--- config.mk ---
export PLATFORM = sky130hd
export DESIGN_NAME = conv_ctrl
export DESIGN_NICKNAME = d
export VERILOG_FILES = /design/src/rtl/conv_ctrl_pkg.sv /design/src/rtl/edge_if.sv /design/src/rtl/conv_ctrl.sv /design/src/rtl/edge_detect.sv
export SDC_FILE = /design/constraint.sdc
export NUM_CORES = 1
export LEC_CHECK = 0
export BUFFER_PORTS_ARGS = -buffer_cell sky130_fd_sc_hd__buf_2
export CORE_UTILIZATION = 45
export CTS_CLUSTER_DIAMETER = 30
export DETAILED_ROUTE_END_ITERATION = 6
export PLACE_DENSITY = 0.74
export SLEW_MARGIN = 20
export SYNTH_ARGS = -nofsm -noshare
export SYNTH_HDL_FRONTEND = slang
export SYNTH_HIERARCHICAL = 1
export SYNTH_SLANG_ARGS = --single-unit
--- constraint.sdc ---
create_clock -name clk -period 2.4 [get_ports clk]
set_clock_uncertainty 0.2 [all_clocks]
set_input_delay 0.6 -clock clk [delete_from_list [all_inputs] [get_ports clk]]
set_output_delay 0.6 -clock clk [all_outputs]
set_load 0.01 [all_outputs]
--- src/rtl/conv_ctrl_pkg.sv ---
// Package of constants, types and timing counts for the conversion control block.
package conv_ctrl_pkg;
   // Clock period in picoseconds.
   localparam int unsigned CLK_PERIOD_PS = 40000;
   // Typical conversion time per enabled channel, in nanoseconds.
   localparam int unsigned CONV_NS_PER_CH = 500;
   // Number of channels converted each time.
   localparam int unsigned NUM_CH = 8;
   // Conversion length in nanoseconds.
   localparam int unsigned CONV_NS = CONV_NS_PER_CH * NUM_CH;
   // Conversion length in clock cycles, rounded down, at least one.
   localparam int unsigned CONV_CYC_RAW = (CONV_NS * 1000) / CLK_PERIOD_PS;
   localparam int unsigned CONV_CYC = (CONV_CYC_RAW < 1) ? 1 : CONV_CYC_RAW;
   // Width of the conversion cycle counter.
   localparam int unsigned CNT_W = 8;
   // Terminal count of a conversion, at counter width.
   localparam logic [CNT_W-1:0] CONV_LAST = CNT_W'(CONV_CYC - 1);
   // Terminal count of the internal global reset pulse; the pulse lasts four cycles.
   localparam logic [CNT_W-1:0] GRST_LAST = 8'h03;
   // Reset value of the counter.
   localparam logic [CNT_W-1:0] CNT_RESET = 8'h00;
   // Serial I/O standards selected by the strap.
   typedef enum logic {IO_CMOS, IO_LVDS} io_mode_t;
   // Main controller states.
   typedef enum logic [1:0] {ST_IDLE, ST_CONV, ST_DOWN, ST_GRST} state_t;
endpackage

--- src/rtl/edge_if.sv ---
// Interface carrying the unregistered power-down input level and the detected input edges.
interface edge_if;
   logic conv_rise; // One-cycle pulse on a convert-start rising edge.
   logic pd_rise; // One-cycle pulse on a power-down rising edge.
   logic pd_level; // Unregistered power-down input level.
   modport src (output conv_rise, pd_rise, pd_level);
   modport dst (input conv_rise, pd_rise, pd_level);
endinterface

--- src/rtl/conv_ctrl.sv ---
// Conversion start, busy and power-down control of the eight-channel converter.
// Summary of operation
// - Power-down high ignores conversion requests.
// - Power-down during conversion waits for completion.
// - Two power-down rises without conversion reset.
// - Strap pin selects LVDS or CMOS I/O.
// - Convert-start rise holds all channels, converts.
// - Chip-select never gates convert-start.
// - Busy rises at every conversion start.
// - Busy stays high until conversion ends.
module conv_ctrl (
   input wire clk,
   input wire arst_n,
   input wire convert_start,
   input wire power_down_request,
   input wire chip_select_n,
   input wire io_mode_strap,
   output logic busy,
   output logic hold,
   output logic powered_down,
   output logic global_reset,
   output conv_ctrl_pkg::io_mode_t io_mode,
   output logic conv_done
);
   import conv_ctrl_pkg::*;

   // Advances a cycle counter by one; shared by the conversion and reset counts
   // so that both wrap the same way at counter width.
   function automatic logic [CNT_W-1:0] cnt_step(input logic [CNT_W-1:0] cnt);
      return cnt + 8'h01;
   endfunction

   // Edge pulses from the input detector.
   edge_if edges ();

   // Whole controller state in one struct.
   typedef struct packed {
      state_t state;
      logic [CNT_W-1:0] cnt;
      logic pd_armed; // A power-down rise seen since the last conversion.
      logic pd_pending; // Power-down requested during the running conversion.
      logic busy;
      logic hold;
      logic powered_down;
      logic global_reset;
      io_mode_t io_mode;
      logic strap_taken; // Strap sampled once after reset release.
      logic conv_done;
   } ctrl_state_t;
   ctrl_state_t st;
   ctrl_state_t next_st;

   // Edge detector instance; chip select is deliberately not connected to it.
   edge_detect u_edge (
      .clk(clk),
      .arst_n(arst_n),
      .convert_start(convert_start),
      .power_down_request(power_down_request),
      .edges(edges)
   );

   // Next-state logic for conversion, power-down and global reset.
   always_comb begin
      next_st = st;
      next_st.conv_done = 1'b0;
      // Strap is caught on the first clock after reset release.
      if (!st.strap_taken) begin
         next_st.io_mode = io_mode_strap ? IO_LVDS : IO_CMOS;
         next_st.strap_taken = 1'b1;
      end
      case (st.state)
         ST_IDLE: begin
            if (edges.pd_rise) begin
               // A second rise with no conversion between triggers reset.
               if (st.pd_armed) begin
                  next_st.state = ST_GRST;
                  next_st.cnt = CNT_RESET;
                  next_st.global_reset = 1'b1;
                  // Power stays down from the very first reset cycle.
                  next_st.powered_down = 1'b1;
               end else begin
                  next_st.state = ST_DOWN;
                  next_st.pd_armed = 1'b1;
                  next_st.powered_down = 1'b1;
               end
            end else if (edges.conv_rise && !edges.pd_level) begin
               // Start regardless of chip select.
               next_st.state = ST_CONV;
               next_st.cnt = CNT_RESET;
               next_st.busy = 1'b1;
               next_st.hold = 1'b1;
               next_st.pd_armed = 1'b0;
            end
         end
         ST_CONV: begin
            // Note a power-down request but finish the conversion first.
            if (edges.pd_rise) begin
               next_st.pd_pending = 1'b1;
            end
            if (st.cnt == CONV_LAST) begin
               next_st.busy = 1'b0;
               next_st.hold = 1'b0;
               next_st.conv_done = 1'b1;
               if (st.pd_pending || edges.pd_rise) begin
                  next_st.state = ST_DOWN;
                  next_st.powered_down = 1'b1;
                  next_st.pd_armed = 1'b1;
                  next_st.pd_pending = 1'b0;
               end else begin
                  next_st.state = ST_IDLE;
               end
            end else begin
               // Count on toward the terminal count.
               next_st.cnt = cnt_step(st.cnt);
            end
         end
         ST_DOWN: begin
            // Requests are ignored while power-down is high.
            // Convert-start edges are simply dropped in this state.
            if (!edges.pd_level) begin
               next_st.state = ST_IDLE;
               next_st.powered_down = 1'b0;
            end
         end
         default: begin
            // Global reset: clear conversion state, then go to the down state.
            next_st.busy = 1'b0;
            next_st.hold = 1'b0;
            next_st.powered_down = 1'b1;
            next_st.pd_armed = 1'b0;
            next_st.pd_pending = 1'b0;
            if (st.cnt == GRST_LAST) begin
               next_st.global_reset = 1'b0;
               next_st.state = ST_DOWN;
            end else begin
               // Keep the reset pulse up for its fixed length.
               next_st.cnt = cnt_step(st.cnt);
            end
         end
      endcase
   end

   // Register the controller state.
   always_ff @(posedge clk or negedge arst_n) begin
      if (!arst_n) begin
         st <= '0;
      end else begin
         st <= next_st;
      end
   end

   // Outputs come straight from the state flip-flops.
   assign busy = st.busy;
   assign hold = st.hold;
   assign powered_down = st.powered_down;
   assign global_reset = st.global_reset;
   assign io_mode = st.io_mode;
   assign conv_done = st.conv_done;

   // Checks next to the logic they guard.
   // Power-down high blocks any new conversion, whatever the state.
   AST_PD_IGNORES: assert property (@(posedge clk) disable iff (!arst_n)
      (edges.conv_rise && edges.pd_level && !busy) |=> !busy)
      else $error("Conversion started while power-down high.");
   // The down state always shows on its output, never together with busy.
   AST_PD_LEVEL: assert property (@(posedge clk) disable iff (!arst_n)
      (st.state == ST_DOWN) |-> (powered_down && !busy))
      else $error("Down state without power-down output.");
   // A power-down rise during a conversion lets it run to its end.
   AST_PD_WAITS: assert property (@(posedge clk) disable iff (!arst_n)
      (busy && edges.pd_rise) |=> busy || (powered_down && conv_done))
      else $error("Power-down cut a conversion short.");
   // A second rise with no conversion between gives the reset pulse.
   AST_DOUBLE_PD: assert property (@(posedge clk) disable iff (!arst_n)
      (st.state == ST_IDLE && st.pd_armed && edges.pd_rise) |=> global_reset [*4])
      else $error("Double power-down gave no global reset.");
   // The device stays powered down and idle during the reset pulse.
   AST_GRST_DOWN: assert property (@(posedge clk) disable iff (!arst_n)
      global_reset |-> (powered_down && !busy && !hold))
      else $error("Global reset while awake or converting.");
   // After the pulse the pair detector starts afresh in the down state.
   AST_GRST_END: assert property (@(posedge clk) disable iff (!arst_n)
      $fell(global_reset) |-> (st.state == ST_DOWN && !st.pd_armed))
      else $error("Global reset did not end in a clean down state.");
   // The mode follows the strap level caught after reset release.
   AST_STRAP: assert property (@(posedge clk) disable iff (!arst_n)
      $rose(st.strap_taken) |-> ((io_mode == IO_LVDS) == $past(io_mode_strap)))
      else $error("I/O mode does not follow the strap.");
   // Once caught, the mode no longer moves until the next reset.
   AST_STRAP_KEEP: assert property (@(posedge clk) disable iff (!arst_n)
      (st.strap_taken && $past(st.strap_taken)) |-> $stable(io_mode))
      else $error("I/O mode changed after it was caught.");
   // A start edge puts all channels in hold and raises busy.
   AST_START: assert property (@(posedge clk) disable iff (!arst_n)
      (st.state == ST_IDLE && edges.conv_rise && !edges.pd_level && !edges.pd_rise)
      |=> busy && hold)
      else $error("Convert-start edge did not start a conversion.");
   // Hold and busy move together for every conversion.
   AST_HOLD_BUSY: assert property (@(posedge clk) disable iff (!arst_n)
      hold == busy)
      else $error("Hold and busy disagree.");
   // A start is taken with the serial bus deselected as well.
   AST_CS_FREE: assert property (@(posedge clk) disable iff (!arst_n)
      (st.state == ST_IDLE && edges.conv_rise && !edges.pd_level && !edges.pd_rise
       && chip_select_n) |=> busy)
      else $error("Chip select blocked a conversion.");
   // Busy rises only as a conversion starts.
   AST_BUSY_RISE: assert property (@(posedge clk) disable iff (!arst_n)
      $rose(busy) |-> st.state == ST_CONV && st.cnt == CNT_RESET)
      else $error("Busy rose outside a conversion start.");
   // Busy stays high over the first cycles of every conversion.
   AST_BUSY_LEN: assert property (@(posedge clk) disable iff (!arst_n)
      $rose(busy) |-> busy [*8])
      else $error("Busy fell before the conversion ended.");
   // Busy cannot fall before the counter reaches its terminal count.
   AST_BUSY_HOLD: assert property (@(posedge clk) disable iff (!arst_n)
      (busy && st.cnt != CONV_LAST) |=> busy)
      else $error("Busy fell before the terminal count.");
   // Busy falls only together with the finished pulse.
   AST_BUSY_END: assert property (@(posedge clk) disable iff (!arst_n)
      $fell(busy) && st.state != ST_GRST |-> conv_done)
      else $error("Busy fell without a finished conversion.");
   // The finished indication lasts a single cycle.
   AST_DONE_PULSE: assert property (@(posedge clk) disable iff (!arst_n)
      conv_done |=> !conv_done)
      else $error("Finished pulse lasted more than one cycle.");
endmodule

--- src/rtl/edge_detect.sv ---
// Rising edge detector for the convert-start and power-down inputs.
module edge_detect (
   input wire clk,
   input wire arst_n,
   input wire convert_start,
   input wire power_down_request,
   edge_if.src edges
);
   // State is the previous level of each input.
   typedef struct packed {
      logic conv_q;
      logic pd_q;
   } edge_state_t;
   edge_state_t st;
   edge_state_t next_st;

   // Remember the present levels for next cycle.
   always_comb begin
      next_st.conv_q = convert_start;
      next_st.pd_q = power_down_request;
   end

   // Register the levels.
   always_ff @(posedge clk or negedge arst_n) begin
      if (!arst_n) begin
         st <= '0;
      end else begin
         st <= next_st;
      end
   end

   // A rise is now high while the last cycle was low.
   assign edges.conv_rise = convert_start & ~st.conv_q;
   assign edges.pd_rise = power_down_request & ~st.pd_q;
   assign edges.pd_level = power_down_request;
endmodule

Word-level counts from Yosys, hierarchy flattened
Index checks and enable logic that the tools add are counted.
{"block": "word_totals", "register_bits": 21, "inputBits": 6, "out_inout_bits": 6, "elab_cells": 78}
{"block": "classes", "add_sub_neg": 1, "n_eq_ne": 15, "mux": 29, "bitwise": 6, "n_reduce_logical": 14}
{"op": "$pmux W9 S3", "n": 1}
{"op": "$mux W8", "n": 3}
{"op": "$mux W11", "n": 2}
{"op": "$reduce_and A4 Y1", "n": 5}
{"op": "$mux W2", "n": 8}
{"op": "$ne A2 B2 Y1 const B", "n": 8}
{"op": "$pmux W2 S3", "n": 2}
{"op": "$mux W1", "n": 9}
{"op": "$add A8 B1 Y8 const B", "n": 1}
{"op": "$eq A8 B2 Y1 const B", "n": 1}
{"op": "$eq A8 B7 Y1 const B", "n": 1}
{"op": "$ne A3 B3 Y1 const B", "n": 2}
{"op": "$mux W5", "n": 1}
{"op": "$reduce_and A5 Y1", "n": 1}
{"op": "$not A1 Y1", "n": 4}
{"op": "$pmux W1 S2", "n": 2}
{"op": "$reduce_bool A4 Y1", "n": 1}
{"op": "$reduce_or A2 Y1", "n": 2}
{"op": "$ne A3 B1 Y1 const B", "n": 1}
{"op": "$pmux W1 S3", "n": 1}
{"op": "$and A1 B1 Y1", "n": 2}
{"op": "$eq A2 B1 Y1 const B", "n": 1}
{"op": "$eq A2 B2 Y1 const B", "n": 1}
{"op": "$logic_not A2 Y1", "n": 1}
{"op": "4 further kinds", "n": 4}

Depth between registers and ports, before layout
{"block": "depth", "word_depth": 6, "ltp_mapped": 8, "mapped_depth_nobuf": 6}

By module
The synthesis kept the hierarchy.
{"mod": "conv_ctrl", "n_inst": 1, "cells_each": 112, "area_per_inst_um2": 1108.6, "seq_area_each_um2": 450.4}
{"mod": "edge_detect", "n_inst": 1, "cells_each": 5, "area_per_inst_um2": 85.1, "seq_area_each_um2": 50.0}

Least setup slack after synthesis
No wires, ideal clock.
{"block": "synth_timing", "kind": "input -> register", "from": "input power_down_request", "to": "register st[15] (netlist bit)", "setup_time_ps": 92, "arrival_ps": 2184, "required_ps": 2108, "setup_slack_ps": -76, "path_stages": 6, "n_path_buf": 2, "path_cell_list": "buf_4 > nand2b_1 > a221o_1 > or4_4 > buf_6 > o31ai_2"}
{"block": "synth_via", "elab_chain_len": 4, "elab_cells_between_ends": 8, "classes_between": "eq/ne: 2; mux: 2; bitwise: 1; reduce/logical: 3"}
{"item": "from (decl)", "line": "conv_ctrl.sv:15", "rtl": "input wire power_down_request,"}
{"item": "$logic_not A1 Y1"}
{"item": "$logic_and A1 B1 Y1", "line": "conv_ctrl.sv:86", "rtl": "end else if (edges.conv_rise && !edges.pd_level) begin"}
{"item": "$ne A3 B3 Y1 (no line)"}
{"item": "$reduce_and A5 Y1 (no line)"}
{"item": "to (signal assigned)", "line": "conv_ctrl.sv:148", "rtl": "st <= next_st;"}
{"item": "to (decl)", "line": "conv_ctrl.sv:50", "rtl": "ctrl_state_t st;"}
Several ways; a longest one is shown, not always the timed one.
A chain may end at the register's enable or synchronous reset.

Worst setup path after layout
{"block": "layout_timing", "from": "register st[17] (netlist bit)", "to": "register st[15] (netlist bit)"}
{"block": "layout_via", "elab_chain_len": 3, "elab_cells_between_ends": 10, "classes_between": "eq/ne: 6; mux: 1; bitwise: 1; reduce/logical: 2"}
{"item": "$eq A2 B1 Y1 (tied with other cells)", "line": "conv_ctrl.sv:71", "rtl": "case (st.state)"}
{"item": "$ne A3 B1 Y1 (no line) (tied with other cells)"}
{"item": "$reduce_and A5 Y1 (no line)"}
Several ways; a longest one is shown, not always the timed one.

==> flow_metrics.env <==
export IMPL_final_min_clock_period_ns=2.287
export IMPL_ys_seq_area_frac=0.4193
export IMPL_grt_max_degree=21
export IMPL_grt_use_total=0.1872
export IMPL_drc_errors=0
export IMPL_synth_mux_area_frac=0.05241
export IMPL_ctsResizeCount=0
export IMPL_h_tree_depth=1
export IMPL_crit_path_start_kind="flip-flop"
export IMPL_root_buffer="clkbuf_4"
export IMPL_worstPathArrival_ns=2.31
export IMPL_wl_per_cell_um=14.61
export IMPL_power_density_nw_per_um2=1139
export IMPL_rows=18
export IMPL_num_io_pins=12
export IMPL_cts_buffer_depth=2
export IMPL_nets=143
export IMPL_yosysTopAreaCell="dfrtp_1"
export IMPL_yosys_warnings=6
export IMPL_fmax_mhz=437.2
export IMPL_mostFrequentLayoutCell="dfrtp_1"
export IMPL_grt_pass1_wl_um=3836
export IMPL_synthSimpleGateAreaFrac=0.2096
export IMPL_routed_wl_um=2352
export IMPL_crit_family="compound AO/OA/AOI/OAI gates"
export IMPL_crit_buf_inv=2
export IMPL_die_w_um=53.50
export IMPL_path_cells="inv_2 > ha_1 > buf_4 > a221o_1 > or4_4 > o31ai_2"
export IMPL_diodes=0
export IMPL_syn2layout_area_growth_pct=12.37
export IMPL_power_w=0.001528
export IMPL_critPathMaxStageDelay_ns=0.50
export IMPL_fin_util=0.5365
export IMPL_post_cts_buffers=0
export IMPL_drive_above_1_share=0.2595
export IMPL_tns_ns=0
export IMPL_portBuffers=10
export IMPL_synth_fp_nets=128
export IMPL_cts_tree="done"
export IMPL_cpMaxStageDelayCell="or4_4"
export IMPL_synthDistinctLibCells=37
export IMPL_start_util=0.4775
export IMPL_regArea_sq_um=500.5
export IMPL_num_fill_cells=216
export IMPL_drt_vias_per_instance=5.739
export IMPL_slew_viol_final=0
export IMPL_die_h_um=53.50
export IMPL_multi_input_area_sq_um=618.1
export IMPL_vdd_drop_max_mv=0.6903
export IMPL_drtIter0Drc=26
export IMPL_leakagePower_nw=0.6257
export IMPL_period_share=0.9530
export IMPL_rsz0062_at_grt="false"
export IMPL_hold_class="in2async"
export IMPL_clk_latency_ns=0.30
export IMPL_ys_ff_latch=20
export IMPL_syn_mean_instance_area_sq_um=10.20
export IMPL_clk_pin_slew_worst_paths_ns=0.12
export IMPL_synth_top_area_frac=0.4193
export IMPL_synthXorXnorAreaFrac=0
export IMPL_synth_top_family_by_area="simple AND/OR/NAND/NOR gates"
export IMPL_place_gp_congestion=0.9086
export IMPL_fp_coreArea_sq_um=2500
export IMPL_hpwl_um=1710
export IMPL_ant_nets=0
export IMPL_status="complete, no violations"
export IMPL_critPathRequiredTime_ns=2.42
export IMPL_slew_headroom=0.6450
export IMPL_crit_type="reg2reg"
export IMPL_firstDrtPassIters=5
export IMPL_finalHoldViolCount=0
export IMPL_max_slew_worst_pin_slew_ns=0.5314
export IMPL_dieArea_sq_um=2862
export IMPL_layout_common_cells="20 x dfrtp_1, 11 x a21oi_1, 10 x buf_2"
export IMPL_antenna_found_initial=0
export IMPL_synth_compound_area_frac=0.2002
export IMPL_cp_max_fo=8
export IMPL_synthTopCellsByArea="dfrtp_1 42%, ha_1 5.2%, a21oi_1 4.6%"
export IMPL_num_vias=924
export IMPL_clkSinkCount=20
export IMPL_synthCells=117
export IMPL_grt_overflow=0
export IMPL_maxCapViolCount=0
export IMPL_postCtsHoldBufs=0
export IMPL_cp_end_kind="flip-flop"
export IMPL_cts_buffers=3
export IMPL_synth_cell_area_sq_um=1194
export IMPL_grt_pass1_vias=880
export IMPL_setup_viol=0
export IMPL_yosys_area_share_adder=0.05241
-- routing by layer --
| metal | track usage | up-vias | wire length (um) |
|---|---|---|---|
| met1 | 0.2406 | 441 | 1045 |
| met4 | 0.06140 | 0 | 25 |
| met3 | 0.02874 | 4 | 79 |
| met5 | 0 | - | 0 |
| li1 | - | 457 | - |
| met2 | 0.3188 | 22 | 1201 |
-- path summary, 6_finish.rpt --
kind / start / to / slack [ns] / cells after the start
hold / removal: arst_n / busy / 0.02 / 1
hold reg to reg: st[1] / io_mode / 0.32 / 1
setup reg to reg: st[17] / st[15] / 0.11 / 6
min in group clk: convert_start / u_edge/st[1] / 0.21 / 1
max in group asynchronous: arst_n / u_edge/st[0] / 1.68 / 1
setup / recovery: st[17] / st[15] / 0.11 / 6
-- cell usage after synthesis --
cell type  count
or3b_1         1
mux2_1         1
and4_1         1
nor3_1         4
a41oi_1        1
and3_1         3
inv_1          4
mux2_2         1
a22oi_1        1
conb_1         1
nand2_1        2
or4_4          1
nor2_1         8
buf_6          2
a21oi_1       11
buf_1          2
mux2i_1        4
buf_4          2
nor2b_1        4
nor4_1         1
nand4b_1       1
o31ai_1        6
o41ai_1        2
nor2b_4        3
nand3_1        5
a221o_1        1
or3_1          1
dfrtp_1       20
o21ai_1        2
nand2b_1       3
nor3b_1        1
a31oi_1        3
and2_1         1
ha_1           5
o31ai_2        4
buf_2          3
o41ai_2        1
-- stage by stage --
step / setup slack, ns / cell area (sq um) / cells / hold slack [ns]
floorplan: 0.04248 / 1194 / 117 / 0.1044
global placement: 0.03450 / 1289 / 157 / 0.2822
detailed placement: 0.0003351 / 1289 / 157 / 0.2916
CTS: 0.1082 / 1341 / 161 / 0.03108
global route: 0.003828 / 1341 / 161 / 0.03805
finish: 0.1128 / 1341 / 161 / 0.01738
-- kinds of logic after synthesis --
logic type	count (synthesis)
AND/OR/NAND/NOR	40
AO/OA/AOI/OAI	32
flip-flops	20
buffers and inverters	13
multiplexers	6
adder cells (fa/ha/maj)	5
other	1
-- sequential cells by signal (all words and copies together) (netlist names) --
register / cells
st: 13
u_edge/st: 2
busy: 1
conv_done: 1
global_reset: 1
io_mode: 1
powered_down: 1
-- layout make-up --
class,instances,share of cell area
multi-input cells,84,0.4608
clock inverters,1,0.02239
well taps,30,0.02798
flip-flops and latches,20,0.3731
repair buffers,19,0.08769
inverters,4,0.01119
clock buffers,3,0.01679
-- worst reg2reg max path, delay by kind of cell, from the launching register on --
kind | cells | cell delay [ns]
compound gates | 2 | 0.60
fa+ha+maj | 1 | 0.21
simple gates | 1 | 0.51
buf+inv | 2 | 0.24
flops | 1 | 0.45
-- power breakdown --
| part | switching (W) | total (W) | internal (W) |
|---|---|---|---|
| clock network | 0.000108 | 0.000277 | 0.000169 |
| logic | 0.000419 | 0.000740 | 0.000321 |
| registers | 0.0000881 | 0.000511 | 0.000423 |
| total | 0.000615 | 0.00153 | 0.000913 |
(Power assumes the default switching activity.)
